## src/inc/cdsb_pkg.sv

```systemverilog
// Package of constants for the coprocessor dispatch sideband block
package cdsb_pkg;
	// ************************************************************
	// Widths and fixed values
	// ************************************************************
	localparam int CDSB_DATA_W = 32;
	localparam int CDSB_INSTR_W = 32;
	localparam int CDSB_TAG_W = 3;
	localparam logic [2:0] CDSB_TAG_OLDEST = 3'h0;
	localparam logic CDSB_NARROW_ISA = 1'h1;
	localparam logic [31:0] CDSB_INSTR_RST = 32'h0000_0000;
	localparam logic [31:0] CDSB_DATA_RST = 32'h0000_0000;
	// Dispatch classes
	typedef enum logic [1:0] {
		CDSB_CLS_ARITH,
		CDSB_CLS_TO,
		CDSB_CLS_FROM,
		CDSB_CLS_NONE
	} cdsb_class_t;
endpackage : cdsb_pkg

```

## src/inc/cdsb_disp_if.sv

```systemverilog
// Interface carrying the dispatch request and its grant
`timescale 1ns/1ps
interface cdsb_disp_if;
	logic req;
	cdsb_pkg::cdsb_class_t cls;
	logic [cdsb_pkg::CDSB_INSTR_W-1:0] instr;
	logic big_endian;
	logic privileged;
	logic take;
	modport core (output req, output cls, output instr, output big_endian,
		output privileged, input take);
	modport stage (input req, input cls, input instr, input big_endian,
		input privileged, output take);
endinterface : cdsb_disp_if

```

## src/verilog/cdsb_strobe_stage.sv

```systemverilog
// Strobe stage: at least one cycle after the word, gated by the previous busy
`timescale 1ns/1ps
module cdsb_strobe_stage
(
	input wire logic clk_sys_in,
	input wire logic rst_b_in,
	cdsb_disp_if.stage disp,
	input wire logic arith_stall_in,
	input wire logic to_stall_in,
	input wire logic from_stall_in,
	output logic [2:0] strobe_out
);
	logic [2:0] next_strobe;
	logic [2:0] stall_vec;
	logic [2:0] pending;

	// Busy sampled the same edge the strobe is formed, so it blocks next cycle
	assign stall_vec = {from_stall_in, to_stall_in, arith_stall_in};

	// One-hot class decode, so two strobes can never coincide
	always_comb
	begin
		pending = 3'h0;
		if (disp.req && disp.cls != cdsb_pkg::CDSB_CLS_NONE)
		begin
			pending[disp.cls] = 1'h1;
		end
		next_strobe = pending & ~stall_vec;
	end

	// Parked word issues whenever its class is not stalled
	assign disp.take = |next_strobe;

	// Strobe register
	always_ff @(posedge clk_sys_in or negedge rst_b_in)
	begin
		if (!rst_b_in)
			strobe_out <= 3'h0;
		else
			strobe_out <= next_strobe;
	end
endmodule : cdsb_strobe_stage

```

## src/verilog/cdsb_sideband.sv

```systemverilog
// Top of the coprocessor dispatch sideband and to-coprocessor data path
`timescale 1ns/1ps
module cdsb_sideband
#(
	parameter int DATA_W = cdsb_pkg::CDSB_DATA_W
)
(
	input wire logic clk_sys_in,
	input wire logic rst_b_in,
	input wire logic dispatch_req_in,
	input wire logic [1:0] dispatch_class_in,
	input wire logic [31:0] dispatch_instr_in,
	input wire logic big_endian_mode_in,
	input wire logic kernel_debug_mode_in,
	output logic dispatch_taken_out,
	input wire logic to_data_valid_in,
	input wire logic [DATA_W-1:0] to_data_in,
	input wire logic arith_dispatch_stall_in,
	input wire logic to_dispatch_stall_in,
	input wire logic from_dispatch_stall_in,
	output logic [31:0] dispatched_instr_word_out,
	output logic copro_big_endian_flag_out,
	output logic copro_narrow_isa_flag_out,
	output logic copro_privileged_flag_out,
	output logic arith_dispatch_strobe_out,
	output logic to_dispatch_strobe_out,
	output logic from_dispatch_strobe_out,
	output logic to_copro_data_strobe_out,
	output logic [DATA_W-1:0] to_copro_data_bus_out,
	output logic [2:0] to_copro_data_order_tag_out
);
	// ************************************************************
	// Dispatch staging
	// ************************************************************
	cdsb_disp_if disp ();
	logic [2:0] strobe;
	logic parked_vld;
	logic next_parked_vld;
	logic accept;
	cdsb_pkg::cdsb_class_t parked_cls;
	cdsb_pkg::cdsb_class_t offer_cls;

	// True for a class that owns a dispatch strobe
	function automatic logic cdsb_dispatchable
	(
		input cdsb_pkg::cdsb_class_t cls
	);
		return cls != cdsb_pkg::CDSB_CLS_NONE;
	endfunction : cdsb_dispatchable

	// Caller's class code; the none code never issues a strobe
	assign offer_cls = cdsb_pkg::cdsb_class_t'(dispatch_class_in);

	// Stage sees only the parked instruction, never the raw offer
	assign disp.req = parked_vld;
	assign disp.cls = parked_cls;
	assign disp.instr = dispatched_instr_word_out;
	assign disp.big_endian = copro_big_endian_flag_out;
	assign disp.privileged = copro_privileged_flag_out;

	// Strobe stage issues the parked word when its class is free
	cdsb_strobe_stage u_stage (
		.clk_sys_in(clk_sys_in),
		.rst_b_in(rst_b_in),
		.disp(disp),
		.arith_stall_in(arith_dispatch_stall_in),
		.to_stall_in(to_dispatch_stall_in),
		.from_stall_in(from_dispatch_stall_in),
		.strobe_out(strobe)
	);

	// Strobe flops live in the stage; these are plain wires
	assign arith_dispatch_strobe_out = strobe[0];
	assign to_dispatch_strobe_out = strobe[1];
	assign from_dispatch_strobe_out = strobe[2];

	// Parking costs a cycle, so the word always leads its strobe
	always_comb
	begin
		accept = dispatch_req_in && cdsb_dispatchable(offer_cls)
			&& (!parked_vld || disp.take);
		next_parked_vld = accept || (parked_vld && !disp.take);
	end

	// ************************************************************
	// Parked instruction
	// ************************************************************
	// Slot stays full while its class is busy
	always_ff @(posedge clk_sys_in or negedge rst_b_in)
	begin
		if (!rst_b_in)
		begin
			parked_vld <= 1'h0;
		end
		else
		begin
			parked_vld <= next_parked_vld;
		end
	end

	// Class of the parked word, only meaningful while the slot is full
	always_ff @(posedge clk_sys_in or negedge rst_b_in)
	begin
		if (!rst_b_in)
		begin
			parked_cls <= cdsb_pkg::CDSB_CLS_NONE;
		end
		else if (accept)
		begin
			parked_cls <= offer_cls;
		end
	end

	// Acceptance pulse; the caller may move on once it shows
	always_ff @(posedge clk_sys_in or negedge rst_b_in)
	begin
		if (!rst_b_in)
		begin
			dispatch_taken_out <= 1'h0;
		end
		else
		begin
			dispatch_taken_out <= accept;
		end
	end

	// ************************************************************
	// Word and sideband flags
	// ************************************************************
	// Word loads with the parking, at least a cycle ahead of the strobe
	always_ff @(posedge clk_sys_in or negedge rst_b_in)
	begin
		if (!rst_b_in)
		begin
			dispatched_instr_word_out <= cdsb_pkg::CDSB_INSTR_RST;
		end
		else if (accept)
		begin
			dispatched_instr_word_out <= dispatch_instr_in;
		end
	end

	// Byte order travels with the word it belongs to
	always_ff @(posedge clk_sys_in or negedge rst_b_in)
	begin
		if (!rst_b_in)
		begin
			copro_big_endian_flag_out <= 1'h0;
		end
		else if (accept)
		begin
			copro_big_endian_flag_out <= big_endian_mode_in;
		end
	end

	// Privilege follows the word, so the gate matches the instruction
	always_ff @(posedge clk_sys_in or negedge rst_b_in)
	begin
		if (!rst_b_in)
		begin
			copro_privileged_flag_out <= 1'h0;
		end
		else if (accept)
		begin
			copro_privileged_flag_out <= kernel_debug_mode_in;
		end
	end

	// Only 32-bit subset instructions are ever issued
	always_ff @(posedge clk_sys_in or negedge rst_b_in)
	begin
		if (!rst_b_in)
		begin
			copro_narrow_isa_flag_out <= cdsb_pkg::CDSB_NARROW_ISA;
		end
		else
		begin
			copro_narrow_isa_flag_out <= cdsb_pkg::CDSB_NARROW_ISA;
		end
	end

	// ************************************************************
	// To-coprocessor data
	// ************************************************************
	// Strobe marks exactly the cycles that carry operand data
	always_ff @(posedge clk_sys_in or negedge rst_b_in)
	begin
		if (!rst_b_in)
		begin
			to_copro_data_strobe_out <= 1'h0;
		end
		else
		begin
			to_copro_data_strobe_out <= to_data_valid_in;
		end
	end

	// Data held when idle; the strobe alone qualifies it
	always_ff @(posedge clk_sys_in or negedge rst_b_in)
	begin
		if (!rst_b_in)
		begin
			to_copro_data_bus_out <= DATA_W'(cdsb_pkg::CDSB_DATA_RST);
		end
		else if (to_data_valid_in)
		begin
			to_copro_data_bus_out <= to_data_in;
		end
	end

	// In-order delivery: tag always names the oldest transfer
	always_ff @(posedge clk_sys_in or negedge rst_b_in)
	begin
		if (!rst_b_in)
		begin
			to_copro_data_order_tag_out <= cdsb_pkg::CDSB_TAG_OLDEST;
		end
		else
		begin
			to_copro_data_order_tag_out <= cdsb_pkg::CDSB_TAG_OLDEST;
		end
	end
endmodule : cdsb_sideband

```

## config.mk

```make
export PLATFORM = sky130hd
export DESIGN_NAME = cdsb_sideband
export DESIGN_NICKNAME = d
export VERILOG_FILES = /design/src/inc/cdsb_pkg.sv /design/src/inc/cdsb_disp_if.sv /design/src/verilog/cdsb_strobe_stage.sv /design/src/verilog/cdsb_sideband.sv
export SDC_FILE = /design/constraint.sdc
export NUM_CORES = 1
export LEC_CHECK = 0
export BUFFER_PORTS_ARGS = -buffer_cell sky130_fd_sc_hd__buf_2
export CORE_MARGIN = 2
export CORE_UTILIZATION = 40
export DETAILED_ROUTE_END_ITERATION = 16
export PLACE_DENSITY = 0.84
export SYNTH_ARGS = -nofsm -noshare
export SYNTH_HDL_FRONTEND = slang
export SYNTH_SLANG_ARGS = --single-unit
```

## constraint.sdc

```tcl
create_clock -name clk_sys_in -period 1.6 [get_ports clk_sys_in]
set_input_delay 0.32 -clock clk_sys_in [delete_from_list [all_inputs] [get_ports clk_sys_in]]
set_output_delay 0.32 -clock clk_sys_in [all_outputs]
set_load 0.1 [all_outputs]
```

* Word level (Yosys, flattened, before mapping) *
Cells that the tools add are included.

operators by class
  $lt $le $gt $ge = 2
  muxes and demuxes = 3
  reduce and logical (&&, ||, !) cells = 10
  bitwise operators = 2
  eq/ne operators = 2

operator list
  kind                count
  $logic_and 1x1->1   5
  $ne 2x2->1 const B  2
  $and 3x3->3         1
  $lt 2x3->1 const B  1
  $mux 3              1
  $not 3->3           1
  $reduce_or 3->1     1
  $demux 1 s2         1
  $ge 2x1->1 const B  1
  $logic_not 1->1     2
  $logic_or 1x1->1    2
  $mux 1              1

word-level totals
  word-level logic and storage cells = 28
  bits of input ports = 75
  output and inout port bits = 75
  bits in registers = 74

* Longest topological paths before layout *
  depth in word-level cells = 10
  mapped depth = 4
  gate-level depth less buffers = 3

* Cells and area by module *
Synthesis repeated with hierarchy kept, for this count alone.

unflattened totals
  cell total of the unflattened synthesis = 167
  area total of the unflattened synthesis = 2,941.6 µm²

modules (own cells, without submodules)
  module             cells each  area each (µm²)  times used  seq. area each (µm²)
  cdsb_sideband      158         2,790.2          1           1,779.2
  cdsb_strobe_stage  9           151.4            1           75.1

* Worst setup path before layout *
Ideal clock, no wire load.

  path type = reg2reg
  from = reg parked_cls[1] (netlist: disp.cls[1])
  to = reg dispatched_instr_word_out[26]
  buffers on the path = 1
  path slack = -61 ps
  arrival time = 1,535 ps
  library setup time = 125 ps
  period minus slack after synthesis = 1,661 ps
  cell stages (with the launch flop) = 5
  cells stage by stage = dfstp_2 -> mux2i_1 -> o221ai_4 -> buf_6 -> mux2_4

on the way
  longest elaborated chain between the ends = 9
  elaborated cells between the ends (all ways) = 12
  classes of those cells = order compare: 2; eq/ne: 1; mux: 3; bitwise: 1; reduce/logical: 5

ends and longest elaborated chain
  item                                                                   RTL line                 source
  start, declared                                                        cdsb_sideband.sv:40      cdsb_pkg::cdsb_class_t parked_cls;
  start signal, assigned                                                 cdsb_sideband.sv:106     parked_cls <= cdsb_pkg::CDSB_CLS_NONE;
  start signal, assigned                                                 cdsb_sideband.sv:110     parked_cls <= offer_cls;
  $lt 2x3->1 (implied by the code) / $ge 2x1->1 (equally long branches)  cdsb_strobe_stage.sv:26  pending[disp.cls] = 1'h1;
  $logic_and 1x1->1 (implied by the code)                                cdsb_strobe_stage.sv:26
  $mux 1 (implied by the code)                                           cdsb_strobe_stage.sv:26
  $demux 1 s2                                                            n/a
  $mux 3 *                                                               cdsb_strobe_stage.sv:24  if (disp.req && disp.cls != cdsb_pkg::CDSB_CLS_NONE)
  $and 3x3->3 *                                                          cdsb_strobe_stage.sv:28  next_strobe = pending & ~stall_vec;
  $reduce_or 3->1 *                                                      cdsb_strobe_stage.sv:32  assign disp.take = |next_strobe;
  $logic_or 1x1->1 *                                                     cdsb_sideband.sv:81      && (!parked_vld || disp.take);
  $logic_and 1x1->1 *                                                    cdsb_sideband.sv:81
  end signal, assigned                                                   cdsb_sideband.sv:135     dispatched_instr_word_out <= cdsb_pkg::CDSB_INSTR_RST;
  end signal, assigned                                                   cdsb_sideband.sv:139     dispatched_instr_word_out <= dispatch_instr_in;
  end, declared                                                          cdsb_sideband.sv:21      output logic [31:0] dispatched_instr_word_out,

Every way passes the cells marked *; elsewhere a longest branch is shown, timed or not.
A chain may end at the register's enable or synchronous reset.

* Worst setup path in the final report *
  from = reg parked_cls[1] (netlist: disp.cls[1])
  to = reg dispatched_instr_word_out[2]

The elaborated chain is that of the path after synthesis.

==> results.json <==
{
  "numPortBuffers": 145,
  "ys_seq_elements": 74,
  "fin_nets": 396,
  "netlist_top_cells_count": "72 x dfrtp_1, 65 x mux2_2, 4 x buf_4",
  "synth_top_cell_by_area": "dfrtp_1",
  "synth_area_leaders": "dfrtp_1 64%, mux2_2 26%, dfstp_2 1.9%",
  "vias": 1921,
  "drt_iter0_markers": 33,
  "arrival_ns": 1.87,
  "syn2layout_area_growth_pct": 38.4,
  "viasPerCell": 4.56,
  "worst_slack_ns": -0.0476,
  "grt.overflow.total": 0,
  "rsz0062_at_grt": "true",
  "start_util_pct": 41.4,
  "postSynthAreaPerCell_um2": 16.8,
  "synth-edff-count": 0,
  "violations": "setup timing",
  "crit_family": "flip-flops",
  "hold_path_end": "u_stage.strobe_out[2]",
  "synthArstFlopShare_pct": 100,
  "fmax_ghz": 0.607,
  "grt_pass1_wl_mm": 8.97,
  "min_path_type": "input pin to register",
  "rows": 30,
  "grtUsageTotal_pct": 15.2,
  "syn-cell-area_um2": 2830,
  "min_period_ns": 1.65,
  "maxCapViolations": 0,
  "cp_slowest_cell": "dfstp_2",
  "fin_setup_tns_ns": -0.610,
  "worstRegToRegCells": 4,
  "cts_buffer_depth": 2,
  "clock_skew_ns": 0.00589,
  "ys_types": 20,
  "path_buf_inv": 1,
  "cts_tree": "done",
  "io-pin-count": 150,
  "n_antenna_cell": 0,
  "timing.rr.start": "disp.cls[1]",
  "wl_per_cell_um": 13.8,
  "drc": 0,
  "end_kind": "register",
  "path_cells": "mux2i_4 > o221ai_4 > buf_12 > mux2_4",
  "clock_sinks": 74,
  "cp.depth": 4,
  "netlist.area_leader.share_pct": 63.8,
  "finalSetupViolCount": 34,
  "hold-path-cell-count": 2,
  "clk_root_buffer_cell": "clkbuf_8",
  "syn-instance-count": 168,
  "required_ns": 1.82,
  "start_kind": "register",
  "dp_hpwl_mm": 4.40,
  "grt_pass1_vias": 1948,
  "multi_input_area_um2": 913,
  "yosysSeqAreaShare_pct": 65.6,
  "first_pass_iters": 4,
  "cp_max_fo": 37,
  "place_congestion": 0.721,
  "finalCritPeriodShare_pct": 103,
  "drt-total-wl_mm": 5.82,
  "core_area_um2": 6830,
  "hold_violations": 0,
  "cts_buffers": 9,
  "ff_latch_area_um2": 1850,
  "grt_max_degree": 45,
  "die_w_um": 88.0,
  "yosys_warnings": 0,
  "h-tree-depth": 3,
  "slowest_delay_ns": 0.60,
  "n_fill_cell": 582,
  "detail-route-antenna-nets": 0,
  "drive_above_1_share_pct": 73.8,
  "die_h_um": 88.0,
  "reg2reg_slack_ns": -0.05,
  "dieArea_um2": 7750,
  "synth_ff_type": "dfrtp_1",
  "critical_path_class": "register to register",
  "status": "complete, but fails checks",
  "min-delay-start": "from_dispatch_stall_in",
  "antenna_found_initial": 0,
  "r2r_end": "dispatched_instr_word_out[2]",
  "yosysMostFrequentCell": "dfrtp_1",
  "path_clk_slew_ns": 0.07,
  "insertion_delay_ns": 0.33,
  "final_max_slew_viol_count": 0
}
metal layers:
metal	GRT usage [%]	up-vias	part of all wire (%)	wire length [µm]
li1	-	880	-	-
met5	0	-	0	0
met4	6.89	0	0.96	56
met1	17.8	945	39	2290
met2	25.8	90	52	3020
met3	4.71	6	7.9	461
kinds of logic (layout without fill, tap and decap cells):
family          count (synthesis)  after routing  share of synthesized area, %
simple gates                    6              6                          1.37
other cells                     2              4                         0.266
buf+inv                        12            167                          2.92
mux                            69             69                          27.9
flops                          74             74                          65.6
compound gates                  5              5                          1.95
state kept, by name, summed over array words and instances (netlist names):
signal                     cells
disp.req                       1
to_copro_data_strobe_out       1
dispatched_instr_word_out     32
copro_big_endian_flag_out      1
copro_privileged_flag_out      1
u_stage.strobe_out             3
dispatch_taken_out             1
disp.cls                       2
to_copro_data_bus_out         32
layout by cell type, fill, tap and decap left out:
cell,Yosys,routed
nor3b_1,1,1
nand2b_4,1,1
buf_12,0,3
clkbuf_1,1,1
clkinv_2,0,1
dfrtp_1,72,72
inv_1,1,1
buf_2,0,144
nor2_2,0,1
a21o_1,1,1
buf_4,4,3
bufinv_16,0,1
nand2_2,0,1
mux2i_4,0,1
clkbuf_8,0,12
conb_1,2,4
mux2_4,3,3
dfstp_2,2,2
nor3_1,2,2
dlygate4sd3_1,0,1
a21boi_2,1,1
o221ai_4,1,1
mux2_2,65,65
o21ai_0,2,2
stage by stage:
step	worst slack [ns]	hold WS, ns	instances	area (µm²)	util (%)
floorplan	-0.0306	0.0244	170	2840	-
global placement	0.00851	0.276	404	3670	53.8
detailed placement	-0.0551	0.280	404	3670	53.8
CTS	-0.0384	0.169	421	3900	57.1
global route	-0.0961	0.169	421	3910	57.2
finish	-0.0476	0.192	421	3910	57.2
layout make-up:
| cell class | count | share of cell area (%) |
|---|---|---|
| repair buffers | 151 | 20.8 |
| clock inverters | 2 | 0.896 |
| multi-input cells | 84 | 23.4 |
| clock buffers | 13 | 4.32 |
| well taps | 96 | 3.07 |
| inverters | 1 | 0.0960 |
| flip-flops and latches | 74 | 47.4 |
worst reg2reg max path: stages, from the launching register on:
cell      delay [ns]
dfstp_2         0.60
mux2i_4         0.28
o221ai_4        0.13
buf_12          0.20
mux2_4          0.33
how the worst max path moves through the flow:
| stage | from | endpoint | slack, ns |
|---|---|---|---|
| 6_report | disp.cls[1] | dispatched_instr_word_out[2] | -0.05 |
| 2_1_floorplan | disp.cls[1] | dispatched_instr_word_out[26] | -0.03 |
| 5_1_grt | disp.cls[1] | dispatched_instr_word_out[2] | -0.1 |
| 3_3_place_gp | disp.cls[1] | dispatched_instr_word_out[2] | 0.009 |
| 3_5_place_dp | disp.cls[1] | dispatched_instr_word_out[2] | -0.06 |
| 4_1_cts | disp.cls[1] | dispatched_instr_word_out[8] | -0.04 |
what timing repair did:
item                                    4_1_cts  5_1_grt
endpoints found under the setup margin       35       36
buffers inserted                              1        0
pin swaps                                     0        0
resized for setup                             1        2
hold buffers                                  1        0
hold endpoints to repair                     28        0
Power is not shown: default switching activity piles up to over one toggle a cycle in this logic, so the estimate is an artifact.
